==> config.mk <==
export PLATFORM = sky130hd
export DESIGN_NAME = src_system_remap_config
export DESIGN_NICKNAME = d
export VERILOG_FILES = /design/src/rtl/src_pkg.sv /design/src/rtl/src_dma_route.sv /design/src/rtl/src_mem_decode.sv /design/src/rtl/src_system_remap_config.sv
export SDC_FILE = /design/constraint.sdc
export NUM_CORES = 1
export LEC_CHECK = 0
export BUFFER_PORTS_ARGS = -buffer_cell sky130_fd_sc_hd__buf_2
export CAP_MARGIN = 20
export CORE_ASPECT_RATIO = 0.7
export CORE_MARGIN = 2
export CORE_UTILIZATION = 35
export DETAILED_ROUTE_END_ITERATION = 10
export SETUP_SLACK_MARGIN = 0.1
export SYNTH_ARGS = -nofsm -noshare
export SYNTH_HDL_FRONTEND = slang
export SYNTH_SLANG_ARGS = --single-unit
==> constraint.sdc <==
create_clock -name clk_i -period 4.6 [get_ports clk_i]
set_clock_uncertainty 0.1 [all_clocks]
set_input_delay 0.92 -clock clk_i [delete_from_list [all_inputs] [get_ports clk_i]]
set_output_delay 0.92 -clock clk_i [all_outputs]
set_load 0.01 [all_outputs]
==> src/rtl/src_pkg.sv <==
package src_pkg;
    // register byte offsets
    localparam logic [4:0] SRC_OFF_REMAP = 5'h00;
    localparam logic [4:0] SRC_OFF_EXTA = 5'h08;
    localparam logic [4:0] SRC_OFF_EXTB = 5'h0c;
    localparam logic [4:0] SRC_OFF_EXTC = 5'h10;
    localparam logic [4:0] SRC_OFF_EXTD = 5'h14;
    localparam logic [4:0] SRC_OFF_CFG2 = 5'h18;
    // writable bits of the remap register
    localparam logic [31:0] SRC_REMAP_MASK = 32'h7f3f7f03;
    localparam logic [31:0] SRC_EXT_MASK = 32'h0000ffff;
    localparam logic [31:0] SRC_REMAP_RST = 32'h00000000;
    localparam logic [31:0] SRC_EXT_RST = 32'h00000000;
    localparam logic [31:0] SRC_CFG2_RST = 32'h00000000;
    // field positions
    localparam int SRC_B_MAP = 0;
    localparam int SRC_B_CONV = 8;
    localparam int SRC_B_SER1_A = 9;
    localparam int SRC_B_SER1_B = 10;
    localparam int SRC_B_T16 = 11;
    localparam int SRC_B_T17 = 12;
    localparam int SRC_B_T16_ALT = 13;
    localparam int SRC_B_T17_ALT = 14;
    localparam int SRC_B_PIN_FP = 16;
    localparam int SRC_B_I2C1_FP = 20;
    localparam int SRC_B_I2C2_FP = 21;
    localparam int SRC_B_SPI2 = 24;
    localparam int SRC_B_SER2 = 25;
    localparam int SRC_B_SER3 = 26;
    localparam int SRC_B_I2C1 = 27;
    localparam int SRC_B_T1 = 28;
    localparam int SRC_B_T2 = 29;
    localparam int SRC_B_T3 = 30;
    // memory placed at address zero
    typedef enum logic [1:0] {
        SRC_MEM_MAIN_FLASH,
        SRC_MEM_SYS_FLASH,
        SRC_MEM_SRAM
    } src_mem_t;
    // bus slave phases
    typedef enum logic [1:0] {
        SRC_BUS_IDLE,
        SRC_BUS_ACK
    } src_bus_t;
endpackage

==> src/rtl/src_dma_route.sv <==
`timescale 1ns/10ps
`default_nettype none
// one request line routed to one of two channel numbers
module src_dma_route
    import src_pkg::*;
#(
    parameter logic [2:0] CH_CLEAR = 3'h1,
    parameter logic [2:0] CH_SET = 3'h2
) (
    input wire logic remap_i,
    output logic [2:0] channel_o
);
    // choose channel by remap bit
    assign channel_o = remap_i ? CH_SET : CH_CLEAR;
endmodule
`default_nettype wire

==> src/rtl/src_mem_decode.sv <==
`timescale 1ns/10ps
`default_nettype none
// decodes the memory map select field
module src_mem_decode
    import src_pkg::*;
(
    input wire logic [1:0] map_i,
    output src_mem_t mem_o
);
    // low bit clear gives main flash
    always_comb
    begin
        case (map_i)
            2'h1: mem_o = SRC_MEM_SYS_FLASH;
            2'h3: mem_o = SRC_MEM_SRAM;
            default: mem_o = SRC_MEM_MAIN_FLASH;
        endcase
    end
endmodule
`default_nettype wire

==> src/rtl/src_system_remap_config.sv <==
// Operation
// - map field 1:0 picks main flash (x0), system flash (01) or SRAM (11).
// - reset clears the map field; the first clock after reset loads it from the boot pin levels.
// - all configuration bits are software writable, overriding boot mapping.
// - bit 8 routes converter request to channel 1 or 2.
// - bit 9 moves serial1 request on channel 2 to channel 4.
// - bit 10 moves serial1 request on channel 3 to channel 5.
// - bit 11 routes timer16 requests to channel 3 or 4.
// - bit 12 routes timer17 requests to channel 1 or 2.
// - bit 13 forces timer16 requests to channel 6, else bit 11 applies.
// - bit 14 forces timer17 requests to channel 7, else bit 12 applies.
// - bits 16..19 enable fast-mode-plus drive on pins B6..B9.
// - bits 20,21 let all first/second i2c pins use fast-mode-plus.
// - bit 24 routes spi2 rx/tx to channels 4/5 or 6/7.
// - bit 25 routes serial2 rx/tx to channels 5/4 or 6/7.
// - bit 26 routes serial3 rx/tx to channels 6/7 or 3/2.
// - bit 27 routes first i2c rx/tx to channels 3/2 or 7/6.
// - bit 28 routes timer1 ch1..3 to channels 2/3/4 or all to 6.
// - bit 29 routes timer2 ch2/ch4 to channels 3/4 or both to 7.
// - bit 30 routes timer3 ch1 and trigger to channel 4 or 6.
`timescale 1ns/10ps
`default_nettype none
module src_system_remap_config
    import src_pkg::*;
(
    input wire logic clk_i,
    input wire logic arst_n_i,
    input wire logic [1:0] boot_map_i,
    // avalon-mm slave
    input wire logic [4:0] avs_address,
    input wire logic avs_read,
    input wire logic avs_write,
    input wire logic [31:0] avs_writedata,
    input wire logic [3:0] avs_byteenable,
    output logic [31:0] avs_readdata,
    output logic avs_waitrequest,
    // memory map
    output src_mem_t mem_at_zero_o,
    // dma channel numbers per request
    output logic [2:0] conv_ch_o,
    output logic [2:0] ser1_a_ch_o,
    output logic [2:0] ser1_b_ch_o,
    output logic [2:0] t16_ch_o,
    output logic [2:0] t17_ch_o,
    output logic [2:0] spi2_rx_ch_o,
    output logic [2:0] spi2_tx_ch_o,
    output logic [2:0] ser2_rx_ch_o,
    output logic [2:0] ser2_tx_ch_o,
    output logic [2:0] ser3_rx_ch_o,
    output logic [2:0] ser3_tx_ch_o,
    output logic [2:0] i2c1_rx_ch_o,
    output logic [2:0] i2c1_tx_ch_o,
    output logic [2:0] t1_ch1_ch_o,
    output logic [2:0] t1_ch2_ch_o,
    output logic [2:0] t1_ch3_ch_o,
    output logic [2:0] t2_ch2_ch_o,
    output logic [2:0] t2_ch4_ch_o,
    output logic [2:0] t3_ch_o,
    // fast-mode-plus controls
    output logic [3:0] pin_b_fast_plus_o,
    output logic i2c_first_fast_plus_all_o,
    output logic i2c_second_fast_plus_all_o,
    // other configuration words
    output logic [31:0] ext_int_sel_o,
    output logic [31:0] cfg2_o
);
    typedef struct packed {
        src_bus_t bus;
        logic boot_done;
        logic [31:0] remap;
        logic [15:0] ext_a;
        logic [15:0] ext_b;
        logic [15:0] ext_c;
        logic [15:0] ext_d;
        logic [31:0] cfg2;
        logic [31:0] rdata;
    } src_state_t;

    src_state_t st;
    src_state_t next_st;
    logic [31:0] be_mask;
    logic [31:0] t16_base;
    logic [2:0] t16_plain;
    logic [2:0] t17_plain;

    // byte enables to bit mask
    always_comb
    begin
        be_mask = {{8{avs_byteenable[3]}}, {8{avs_byteenable[2]}},
                   {8{avs_byteenable[1]}}, {8{avs_byteenable[0]}}};
    end

    // bus handshake, boot capture and register updates
    always_comb
    begin
        next_st = st;
        t16_base = '0;
        if (!st.boot_done)
        begin
            next_st.remap[1:0] = boot_map_i;
            next_st.boot_done = 1'b1;
        end
        case (st.bus)
            SRC_BUS_IDLE:
            begin
                if (avs_write)
                begin
                    next_st.bus = SRC_BUS_ACK;
                    case (avs_address)
                        SRC_OFF_REMAP:
                        begin
                            t16_base = SRC_REMAP_MASK & be_mask;
                            next_st.remap = (st.remap & ~t16_base)
                                | (avs_writedata & t16_base);
                        end
                        SRC_OFF_EXTA: next_st.ext_a = wr16(st.ext_a);
                        SRC_OFF_EXTB: next_st.ext_b = wr16(st.ext_b);
                        SRC_OFF_EXTC: next_st.ext_c = wr16(st.ext_c);
                        SRC_OFF_EXTD: next_st.ext_d = wr16(st.ext_d);
                        SRC_OFF_CFG2:
                            next_st.cfg2 = (st.cfg2 & ~be_mask) | (avs_writedata & be_mask);
                        default: next_st.bus = SRC_BUS_ACK; // unmapped ignored
                    endcase
                end
                else if (avs_read)
                begin
                    next_st.bus = SRC_BUS_ACK;
                    case (avs_address)
                        SRC_OFF_REMAP: next_st.rdata = st.remap & SRC_REMAP_MASK;
                        SRC_OFF_EXTA: next_st.rdata = {16'h0000, st.ext_a};
                        SRC_OFF_EXTB: next_st.rdata = {16'h0000, st.ext_b};
                        SRC_OFF_EXTC: next_st.rdata = {16'h0000, st.ext_c};
                        SRC_OFF_EXTD: next_st.rdata = {16'h0000, st.ext_d};
                        SRC_OFF_CFG2: next_st.rdata = st.cfg2;
                        default: next_st.rdata = 32'h00000000;
                    endcase
                end
            end
            SRC_BUS_ACK: next_st.bus = SRC_BUS_IDLE;
            default: next_st.bus = SRC_BUS_IDLE;
        endcase
    end

    // masked 16-bit write helper
    function automatic logic [15:0] wr16(input logic [15:0] old);
        wr16 = (old & ~be_mask[15:0]) | (avs_writedata[15:0] & be_mask[15:0]);
    endfunction

    // state register
    always_ff @(posedge clk_i or negedge arst_n_i)
    begin
        if (!arst_n_i)
        begin
            st.bus <= SRC_BUS_IDLE;
            st.boot_done <= 1'b0;
            st.remap <= SRC_REMAP_RST;
            st.ext_a <= SRC_EXT_RST[15:0];
            st.ext_b <= SRC_EXT_RST[15:0];
            st.ext_c <= SRC_EXT_RST[15:0];
            st.ext_d <= SRC_EXT_RST[15:0];
            st.cfg2 <= SRC_CFG2_RST;
            st.rdata <= 32'h00000000;
        end
        else
        begin
            st <= next_st;
        end
    end

    // waitrequest drops in the answer cycle
    assign avs_waitrequest = (st.bus != SRC_BUS_ACK);
    assign avs_readdata = st.rdata;
    assign ext_int_sel_o = {st.ext_b, st.ext_a};
    assign cfg2_o = st.cfg2;

    // memory placed at address zero
    src_mem_decode u_mem (
        .map_i(st.remap[SRC_B_MAP +: 2]),
        .mem_o(mem_at_zero_o)
    );

    // converter and first serial port routes
    src_dma_route #(
        .CH_CLEAR(3'h1),
        .CH_SET(3'h2)
    ) u_conv (
        .remap_i(st.remap[SRC_B_CONV]),
        .channel_o(conv_ch_o)
    );

    src_dma_route #(
        .CH_CLEAR(3'h2),
        .CH_SET(3'h4)
    ) u_ser1a (
        .remap_i(st.remap[SRC_B_SER1_A]),
        .channel_o(ser1_a_ch_o)
    );

    src_dma_route #(
        .CH_CLEAR(3'h3),
        .CH_SET(3'h5)
    ) u_ser1b (
        .remap_i(st.remap[SRC_B_SER1_B]),
        .channel_o(ser1_b_ch_o)
    );

    // plain timer routes, overridden by the alternate bits below
    src_dma_route #(
        .CH_CLEAR(3'h3),
        .CH_SET(3'h4)
    ) u_t16 (
        .remap_i(st.remap[SRC_B_T16]),
        .channel_o(t16_plain)
    );

    src_dma_route #(
        .CH_CLEAR(3'h1),
        .CH_SET(3'h2)
    ) u_t17 (
        .remap_i(st.remap[SRC_B_T17]),
        .channel_o(t17_plain)
    );

    // second spi, one bit moves both directions
    src_dma_route #(
        .CH_CLEAR(3'h4),
        .CH_SET(3'h6)
    ) u_spi2r (
        .remap_i(st.remap[SRC_B_SPI2]),
        .channel_o(spi2_rx_ch_o)
    );

    src_dma_route #(
        .CH_CLEAR(3'h5),
        .CH_SET(3'h7)
    ) u_spi2t (
        .remap_i(st.remap[SRC_B_SPI2]),
        .channel_o(spi2_tx_ch_o)
    );

    // second and third serial ports
    src_dma_route #(
        .CH_CLEAR(3'h5),
        .CH_SET(3'h6)
    ) u_ser2r (
        .remap_i(st.remap[SRC_B_SER2]),
        .channel_o(ser2_rx_ch_o)
    );

    src_dma_route #(
        .CH_CLEAR(3'h4),
        .CH_SET(3'h7)
    ) u_ser2t (
        .remap_i(st.remap[SRC_B_SER2]),
        .channel_o(ser2_tx_ch_o)
    );

    src_dma_route #(
        .CH_CLEAR(3'h6),
        .CH_SET(3'h3)
    ) u_ser3r (
        .remap_i(st.remap[SRC_B_SER3]),
        .channel_o(ser3_rx_ch_o)
    );

    src_dma_route #(
        .CH_CLEAR(3'h7),
        .CH_SET(3'h2)
    ) u_ser3t (
        .remap_i(st.remap[SRC_B_SER3]),
        .channel_o(ser3_tx_ch_o)
    );

    // first i2c controller
    src_dma_route #(
        .CH_CLEAR(3'h3),
        .CH_SET(3'h7)
    ) u_i2cr (
        .remap_i(st.remap[SRC_B_I2C1]),
        .channel_o(i2c1_rx_ch_o)
    );

    src_dma_route #(
        .CH_CLEAR(3'h2),
        .CH_SET(3'h6)
    ) u_i2ct (
        .remap_i(st.remap[SRC_B_I2C1]),
        .channel_o(i2c1_tx_ch_o)
    );

    // timer capture routes, set bit gathers them on one channel
    src_dma_route #(
        .CH_CLEAR(3'h2),
        .CH_SET(3'h6)
    ) u_t1a (
        .remap_i(st.remap[SRC_B_T1]),
        .channel_o(t1_ch1_ch_o)
    );

    src_dma_route #(
        .CH_CLEAR(3'h3),
        .CH_SET(3'h6)
    ) u_t1b (
        .remap_i(st.remap[SRC_B_T1]),
        .channel_o(t1_ch2_ch_o)
    );

    src_dma_route #(
        .CH_CLEAR(3'h4),
        .CH_SET(3'h6)
    ) u_t1c (
        .remap_i(st.remap[SRC_B_T1]),
        .channel_o(t1_ch3_ch_o)
    );

    src_dma_route #(
        .CH_CLEAR(3'h3),
        .CH_SET(3'h7)
    ) u_t2a (
        .remap_i(st.remap[SRC_B_T2]),
        .channel_o(t2_ch2_ch_o)
    );

    src_dma_route #(
        .CH_CLEAR(3'h4),
        .CH_SET(3'h7)
    ) u_t2b (
        .remap_i(st.remap[SRC_B_T2]),
        .channel_o(t2_ch4_ch_o)
    );

    src_dma_route #(
        .CH_CLEAR(3'h4),
        .CH_SET(3'h6)
    ) u_t3 (
        .remap_i(st.remap[SRC_B_T3]),
        .channel_o(t3_ch_o)
    );

    // alternate remaps take priority over the plain ones
    assign t16_ch_o = st.remap[SRC_B_T16_ALT] ? 3'h6 : t16_plain;
    assign t17_ch_o = st.remap[SRC_B_T17_ALT] ? 3'h7 : t17_plain;

    // fast-mode-plus drive enables
    assign pin_b_fast_plus_o = st.remap[SRC_B_PIN_FP +: 4];
    assign i2c_first_fast_plus_all_o = st.remap[SRC_B_I2C1_FP];
    assign i2c_second_fast_plus_all_o = st.remap[SRC_B_I2C2_FP];
endmodule
`default_nettype wire

==> impl_metrics.csv, run 1 <==
group,metric,value,unit
outcome,status,"finished, final reports clean",
power_and_ir_drop,swShare,0.284,
cts,insertion_delay,0.42,ns
cts,clockBufferDepth,2,
cells_and_area,drive_above_1_share,0.477,
global_route,track_usage,0.162,
critical_path,crit_family,"simple AND/OR/NAND/NOR gates",
cts,clkTransAtPathRegs,0.06,ns
detailed_routing,drc_errors,0,
global_route,grt_pass1_wl,28500,microns
cts,ctsResizeCount,0,
timing,min_period,2.95,ns
synth,synthArstFlopShare,1.00,
place,numPortBuffers,183,
hold_path,hp-class,"reg -> reg",
critical_path,cpPeakStageDelay,0.88,ns
critical_path,start_kind,"input pin",
power_and_ir_drop,cellInternalPower,0.00239,W
synth,syn_area,0.00780,sq mm
critical_path,crit_arrival,3.15,ns
power_and_ir_drop,p_comb_frac,0.140,
power_and_ir_drop,cellLeakagePower,4.41,nW
cells_and_area,final_cell_mix,"182 x buf_2, 152 x dfrtp_1, 103 x mux2_2",
synth,syn_inst,649,
timing,finalMaxSlewViolations,0,
place,place_congestion,0.798,
detailed_routing,detail-route-antenna-nets,0,
cells_and_area,area_growth,9.58,%
cells_and_area,nets,755,
detailed_routing,via_per_inst,4.88,
critical_path,path_max_fanout,16,
die,core-area,0.0218,sq mm
die,initial_core_util,0.358,
synth,synth_flop_cell,"dfrtp_1",
cts,cts_tree,"built",
die,die_h,129,microns
cells_and_area,final_common_cell,"buf_2",
die,ios,209,
global_route,grt_max_degree,97,
critical_path,end_kind,"flip-flop",
power_and_ir_drop,ir_drop,0.227,mV
timing,setup_viol,0,
die,row_count,45,
timing,rsz0062_at_grt,"false",
die,dieArea,0.0235,sq mm
timing,max_freq,339,MHz
cts,post_cts_buffers,0,
synth,synth.yosys.seq_area_share,0.488,
run,drv_cap,0,
cts,clock-sinks,152,
global_route,antenna_found_initial,1,
cts,h-tree-depth,4,
timing,post-route-period-util,0.642,
place,placed_area,0.00799,sq mm
global_route,grt.overflow.total,0,
place,dp_hpwl,13400,microns
detailed_routing,dr.pass1.iters,5,
timing,tightest_slew,0.903,ns
cts,ctsHoldBuffers,0,
synth,yosysWarningCount,0,
timing,fin_setup_tns,0,ns
cells_and_area,diodes,0,
critical_path,timing_worst_setup_path_type,"in -> reg",
critical_path,cp_num_buf_inv,1,
power_and_ir_drop,switchingPower,0.000948,W
synth,synth_seq_cells,152,
critical_path,cpMaxStageDelayCell,"or4_1",
power_and_ir_drop,seqPwrFrac,0.468,
detailed_routing,routedWlPerCell,18.6,microns
critical_path,cp_data_required_time,4.80,ns
cts,cts-root-buf,"clkbuf_16",
cells_and_area,fin_cells,1003,
detailed_routing,drt-initial-drc-count,222,
power_and_ir_drop,clockPowerShare,0.392,
synth,ys_types,47,
die,die_x,182,microns
timing,final-hold-violation-count,0,
timing,slew_headroom,0.398,
place,dp_cells,971,
cells_and_area,design_area,0.00854,sq mm
synth,synth_edf_count,0,
power_and_ir_drop,p_per_area,391,mW/mm^2
global_route,grt_pass1_vias,4727,
critical_path,crit_path_cell_trace,"buf_2 > or4_1 > nor2_8 > and3_1 > mux2_1",
detailed_routing,dr_total_vias,4895,
synth,synth.avg_cell_area,12.0,sq um
cts,cts_buffers,17,
detailed_routing,finalWirelength,18600,microns
worst reg2reg max path: stages, from the launching register on:
cell and delay (ns):
dfrtp_1 0.43, nor2b_1 0.66, nand2_1 0.25, nor3_2 0.75, mux2_2 0.41
power by group through the flow:
stage	logic (W)	clock network, W	registers, W
finish	0.000468	0.00131	0.00156
global route	0.000512	0.00141	0.00158
CTS	0.000476	0.00135	0.00156
detailed placement	0.000474	0	0.00159
global placement	0.000469	0	0.00159
floorplan	0.000411	0	0.00155
worst paths after layout:
check,endpoint,cells past startpoint,from,slack [ns]
min in group asynchronous,avs_readdata[16],1,arst_n_i,0.49
worst min-delay path,avs_readdata[31],2,avs_readdata[31],0.36
worst min register to register,avs_readdata[31],2,avs_readdata[31],0.36
max in group asynchronous,st[160],2,arst_n_i,3.08
worst max-delay path,flip-flop,5,avs_address[2],1.65
worst max register to register,flip-flop,4,st[161],1.88
through the flow:
stage	utilization	hold WS (ns)	power, W	setup WS, ns
5_1_grt	0.392	0.404	0.00350	1.54
3_3_place_gp	0.367	0.346	0.00206	1.24
4_1_cts	0.392	0.366	0.00339	1.66
6_report	0.392	0.361	0.00334	1.65
3_5_place_dp	0.367	0.352	0.00206	1.20
2_1_floorplan	-	0.340	0.00196	2.07
synth_stat cells (all sizes together), types with 3 or more instances:
cell | number | area [sq um]
buf | 162 | 1190
nor2b | 6 | 37.5
dfrtp | 152 | 3800
mux2i | 24 | 240
nand3 | 17 | 118
o21ai | 20 | 100
a22oi | 15 | 113
mux2 | 116 | 1310
o22a | 9 | 78.8
inv | 8 | 30.0
nand3b | 3 | 22.5
nor2 | 11 | 60.1
and3 | 4 | 25.0
a31oi | 3 | 18.8
clkbuf | 11 | 41.3
nor3 | 6 | 73.8
a22o | 8 | 70.1
nand2b | 7 | 43.8
a21oi | 3 | 15.0
o221ai | 8 | 70.1
nand2 | 31 | 116
kinds of logic after synthesis:
family                 Yosys count  synth area share
other                            2          0.000963
and+or+nand+nor                 95            0.0743
AOI/OAI and AO/OA               77            0.0711
muxes                          142             0.204
DFF                            152             0.488
buffers and inverters          181             0.162
final cells by class:
class | count | area (sq um)
Multi-Input combinational cell | 340 | 2830
Fill cell | 2109 | 13200
Sequential cell | 152 | 3800
Clock inverter | 14 | 111
Inverter | 8 | 30.0
Tap cell | 282 | 353
Timing Repair Buffer | 189 | 980
Clock buffer | 18 | 439
metal layers:
metal,vias up,GRT usage,part of all wire
li1,2230,-,-
met1,2448,0.237,0.50
met2,192,0.232,0.42
met3,23,0.0410,0.066
met4,2,0.0541,0.014
met5,-,0,0.00059
(Power assumes the default switching activity.)
==> run 2: changes to the inputs <==
Clock period 4.6 ns to 2.65 ns, I/O delays scaled along.
==> impl_metrics.csv, run 2 (same netlist as run 1, synthesis figures left out) <==
group,metric,value,unit
critical_path,timing_worst_setup_path_type,"reg -> reg",
detailed_routing,met3_length,1250,microns
global_route,grt_pass1_wl,29500,microns
cells_and_area,area_growth,12.6,%
detailed_routing,via_per_inst,4.88,
cells_and_area,drive_above_1_share,0.489,
power_and_ir_drop,cellLeakagePower,4.53,nW
die,initial_core_util,0.358,
cells_and_area,diodes,0,
cts,cts-root-buf,"clkbuf_16",
power_and_ir_drop,ir_drop,0.399,mV
detailed_routing,dr_total_vias,4993,
critical_path,crit_arrival,2.30,ns
timing,post-route-period-util,0.789,
timing,fin_setup_tns,0,ns
die,die_h,129,microns
cells_and_area,multi_input_area,0.00283,sq mm
global_route,grt_pass1_vias,5006,
global_route,grt_max_degree,60,
critical_path,cpMaxStageDelayCell,"nor3_4",
cts,insertion_delay,0.42,ns
critical_path,start_kind,"flip-flop",
critical_path,path_max_fanout,13,
cts,clock-sinks,152,
detailed_routing,routedWlPerCell,18.7,microns
die,ios,209,
place,dp_hpwl,14100,microns
cts,h-tree-depth,4,
detailed_routing,finalWirelength,19100,microns
power_and_ir_drop,p_total,0.00600,W
critical_path,cp_data_required_time,2.86,ns
critical_path,cpPeakStageDelay,0.51,ns
cells_and_area,final_cell_mix,"182 x buf_2, 152 x dfrtp_1, 103 x mux2_2",
cts,clockBufferDepth,2,
detailed_routing,wl_met2,8090,microns
cells_and_area,regArea,0.00380,sq mm
detailed_routing,topRoutingLayerUsed,"met5",
place,numPortBuffers,183,
die,dieArea,0.0235,sq mm
critical_path,r2r_slack,0.56,ns
detailed_routing,drc_errors,0,
cells_and_area,final_common_cell,"buf_2",
critical_path,crit_path_cell_trace,"nor2b_1 > buf_4 > nand2_1 > nor3_4 > mux2_2",
timing,finalMaxSlewViolations,0,
timing,final-hold-violation-count,0,
cells_and_area,nets,775,
timing,setup_viol,0,
outcome,status,"finished, final reports clean",
timing,rsz0062_at_grt,"false",
die,row_count,45,
detailed_routing,dr.pass1.iters,4,
detailed_routing,detail-route-antenna-nets,0,
die,core-area,0.0218,sq mm
cts,clkTransAtPathRegs,0.06,ns
cts,cts_tree,"built",
timing,min_period,2.09,ns
die,die_x,182,microns
cells_and_area,fillers,2133,
global_route,track_usage,0.166,
timing,slew_headroom,0.607,
power_and_ir_drop,p_per_area,683,mW/mm^2
hold_path,hp-class,"in -> reg",
timing,max_freq,478,MHz
detailed_routing,wl_met1,9440,microns
cts,cts_buffers,17,
global_route,antenna_found_initial,1,
timing,tightest_slew,0.590,ns
run,drv_cap,0,
critical_path,end_kind,"flip-flop",
place,place_congestion,0.824,
detailed_routing,drt-initial-drc-count,237,
global_route,grt.overflow.total,0,
==> run 2: changes by cell type in the layout (fill, tap and decap cells not counted), sizes merged <==
cell	before	now
dlygate4sd3	0	1
clkinv	5	2
buf	189	208
inv	15	13
bufinv	0	2
clkinvlp	2	3
clkbuf	18	20
==> run 2: stage by stage <==
stage / cells / setup slack, ns / area (sq um) / utilization / hold WS (ns)
after floorplan: 673 / 0.509 / 7890 / - / 0.134
after global placement: 990 / 0.149 / 8170 / 0.375 / 0.344
after detailed placement: 990 / 0.124 / 8170 / 0.375 / 0.351
after CTS: 1023 / 0.557 / 8780 / 0.403 / 0.220
after global routing: 1023 / 0.436 / 8780 / 0.403 / 0.235
final: 1023 / 0.559 / 8780 / 0.403 / 0.241
==> run 2: layout make-up <==
class / count / area share
sequential: 152 / 0.433
multi-input combinational: 340 / 0.322
timing repair buffer: 209 / 0.133
clock buffer: 20 / 0.0520
tap: 282 / 0.0402
clock inverter: 12 / 0.0160
inverter: 8 / 0.00342
==> run 2: repair_timing <==
item / 4_1_cts / 5_1_grt
endpoints found under the hold margin: 15 / 0
hold buffers: 1 / 0
setup endpoints to repair: 0 / 0
setup buffers: 0 / 0
gates resized for setup: 0 / 0
==> run 2: where the power goes <==
part / total (W) / internal [W] / switching, W
registers: 0.00271 / 0.00254 / 0.000172
logic: 0.000834 / 0.000391 / 0.000443
clock network: 0.00245 / 0.00145 / 0.00100
total: 0.00600 / 0.00438 / 0.00162
==> run 2: worst paths after layout <==
kind / from / depth (start not counted) / end
max: st[161] / 5 / flip-flop
min: avs_writedata[23] / 2 / flip-flop
max reg2reg: st[161] / 5 / flip-flop
min reg2reg: avs_readdata[31] / 2 / avs_readdata[31]
max in group asynchronous: arst_n_i / 3 / async pin
min in group asynchronous: arst_n_i / 2 / async pin
==> run 2: per-layer routing <==
layer	global-route usage	vias to the layer above
li1	-	2289
met1	0.239	2495
met2	0.245	185
met3	0.0444	22
met4	0.0503	2
met5	0	-
==> run 2: worst max-delay path: cells and delay by family (launching register included) <==
family / cells / cell delay, ns
buf+inv: 1 / 0.25
simple gates: 3 / 0.79
mux: 1 / 0.40
flops: 1 / 0.43
==> run 3: changes to the inputs <==
Clock period 2.65 ns to 1.8 ns, I/O delays scaled along.
==> impl_metrics.csv, run 3 (same netlist as run 1, synthesis figures left out) <==
group,metric,value,unit
outcome,status,"finished, final reports clean",
cells_and_area,multi_input_area,0.00313,sq mm
global_route,track_usage,0.174,
global_route,grt.overflow.total,0,
critical_path,rr_startpoint,"st[161]",
detailed_routing,dr_total_vias,5197,
critical_path,cp_data_required_time,2.00,ns
critical_path,start_kind,"flip-flop",
cells_and_area,regArea,0.00381,sq mm
cells_and_area,area_growth,22.7,%
cells_and_area,fillers,2113,
power_and_ir_drop,cellLeakagePower,4.90,nW
die,dieArea,0.0235,sq mm
detailed_routing,drc_errors,0,
critical_path,crit_path_cell_trace,"nor2b_4 > buf_6 > buf_6 > and3_4 > mux2_4",
global_route,grt_pass1_vias,5133,
place,dpl_worst_slack,-0.266,ns
cells_and_area,drive_above_1_share,0.556,
timing,post-route-period-util,0.953,
critical_path,cpPeakStageDelay,0.45,ns
place,numPortBuffers,183,
detailed_routing,finalWirelength,20200,microns
run,drv_cap,0,
cts,clock-sinks,152,
cts,h-tree-depth,4,
detailed_routing,via_per_inst,4.85,
timing,finalHoldWorstSlack,0.0770,ns
timing,rsz0062_at_grt,"true",
cts,clockBufferDepth,2,
timing,setup_viol,0,
cells_and_area,fin_cells,1071,
place,place_congestion,0.781,
place,dp_cells,1034,
cts,clkTransAtPathRegs,0.06,ns
global_route,antenna_found_initial,1,
detailed_routing,detail-route-antenna-nets,0,
timing,min_period,1.72,ns
global_route,grt_max_degree,49,
critical_path,r2r_cells,5,
detailed_routing,dr.pass1.iters,4,
die,row_count,45,
die,ios,209,
cells_and_area,nets,826,
die,initial_core_util,0.358,
critical_path,crit_path_start,"st[161]",
place,dp_hpwl,14900,microns
cells_and_area,final_cell_mix,"181 x buf_2, 149 x dfrtp_1, 70 x mux2_2",
critical_path,cpMostUsedCell,"buf_6",
power_and_ir_drop,p_total,0.00876,W
hold_path,hp-class,"in -> reg",
cells_and_area,fin_util,0.439,
timing,setup_slack,0.0842,ns
power_and_ir_drop,ir_drop,0.599,mV
critical_path,crit_arrival,1.91,ns
critical_path,cpMaxStageDelayCell,"dfrtp_2",
cells_and_area,final_common_cell,"buf_2",
cts,cts-root-buf,"clkbuf_16",
critical_path,end_kind,"flip-flop",
timing,final-hold-violation-count,0,
detailed_routing,drt-initial-drc-count,250,
timing,max_freq,583,MHz
die,core-area,0.0218,sq mm
detailed_routing,routedWlPerCell,18.8,microns
cts,cts_buffers,17,
critical_path,path_max_fanout,7,
global_route,grt_pass1_wl,30900,microns
critical_path,timing_worst_setup_path_type,"reg -> reg",
cts,cts_tree,"built",
die,die_h,129,microns
cts,insertion_delay,0.42,ns
timing,finalMaxSlewViolations,0,
die,die_x,182,microns
power_and_ir_drop,p_per_area,916,mW/mm^2
critical_path,r2r_slack,0.08,ns
## run 3: critical path: cells and delay by family, from the launching register on
kind | cells | cell delay [ns]
flip-flops | 1 | 0.45
multiplexers | 1 | 0.32
AND/OR/NAND/NOR | 2 | 0.46
buffers and inverters | 2 | 0.27
## run 3: cell type report
class / instances / share of cell area
Antenna cell: 1 / 0.000262
Multi-Input combinational cell: 340 / 0.327
Timing Repair Buffer: 260 / 0.179
Clock inverter: 8 / 0.00798
Clock buffer: 20 / 0.0477
Inverter: 8 / 0.00314
Tap cell: 282 / 0.0369
Sequential cell: 152 / 0.398
## run 3: metrics by stage
| step | setup TNS, ns | cell area (sq um) |
|---|---|---|
| 2_1_floorplan | -5.21 | 7980 |
| 3_3_place_gp | -20.87 | 8650 |
| 3_5_place_dp | -23.97 | 8650 |
| 4_1_cts | 0 | 9420 |
| 5_1_grt | 0 | 9570 |
| 6_report | 0 | 9570 |
## run 3: timing repair
item	4_1_cts	5_1_grt
endpoints found under the setup margin	97	107
hold buffers	1	0
endpoints found under the hold margin	42	0
pin swaps	6	4
resized for setup	45	32
setup buffers	6	1
## run 3: worst min path at each step
stage,from,to,slack (ns),cells after the start
after floorplan,arst_n_i,async pin,-0.04,0
after global placement,arst_n_i,avs_readdata[13],0.25,1
after detailed placement,arst_n_i,avs_readdata[13],0.25,1
after CTS,avs_writedata[22],flip-flop,0.05,2
after global routing,avs_writedata[22],flip-flop,0.07,2
final,avs_writedata[22],flip-flop,0.08,2
## run 3: report_power, final
| group | internal (W) | leakage [nW] | switching [W] | total, W |
|---|---|---|---|---|
| clock | 0.00194 | 0.256 | 0.00139 | 0.00333 |
| combinational | 0.000736 | 2.60 | 0.000699 | 0.00144 |
| sequential | 0.00374 | 2.04 | 0.000258 | 0.00400 |
## run 3: layer usage
metal  track usage  up-vias  wire (microns)
met2         0.262      159            9140
met5             0        -               0
li1              -     2380               -
met4        0.0470        0             146
met3        0.0436       11            1280
met1         0.251     2647            9610
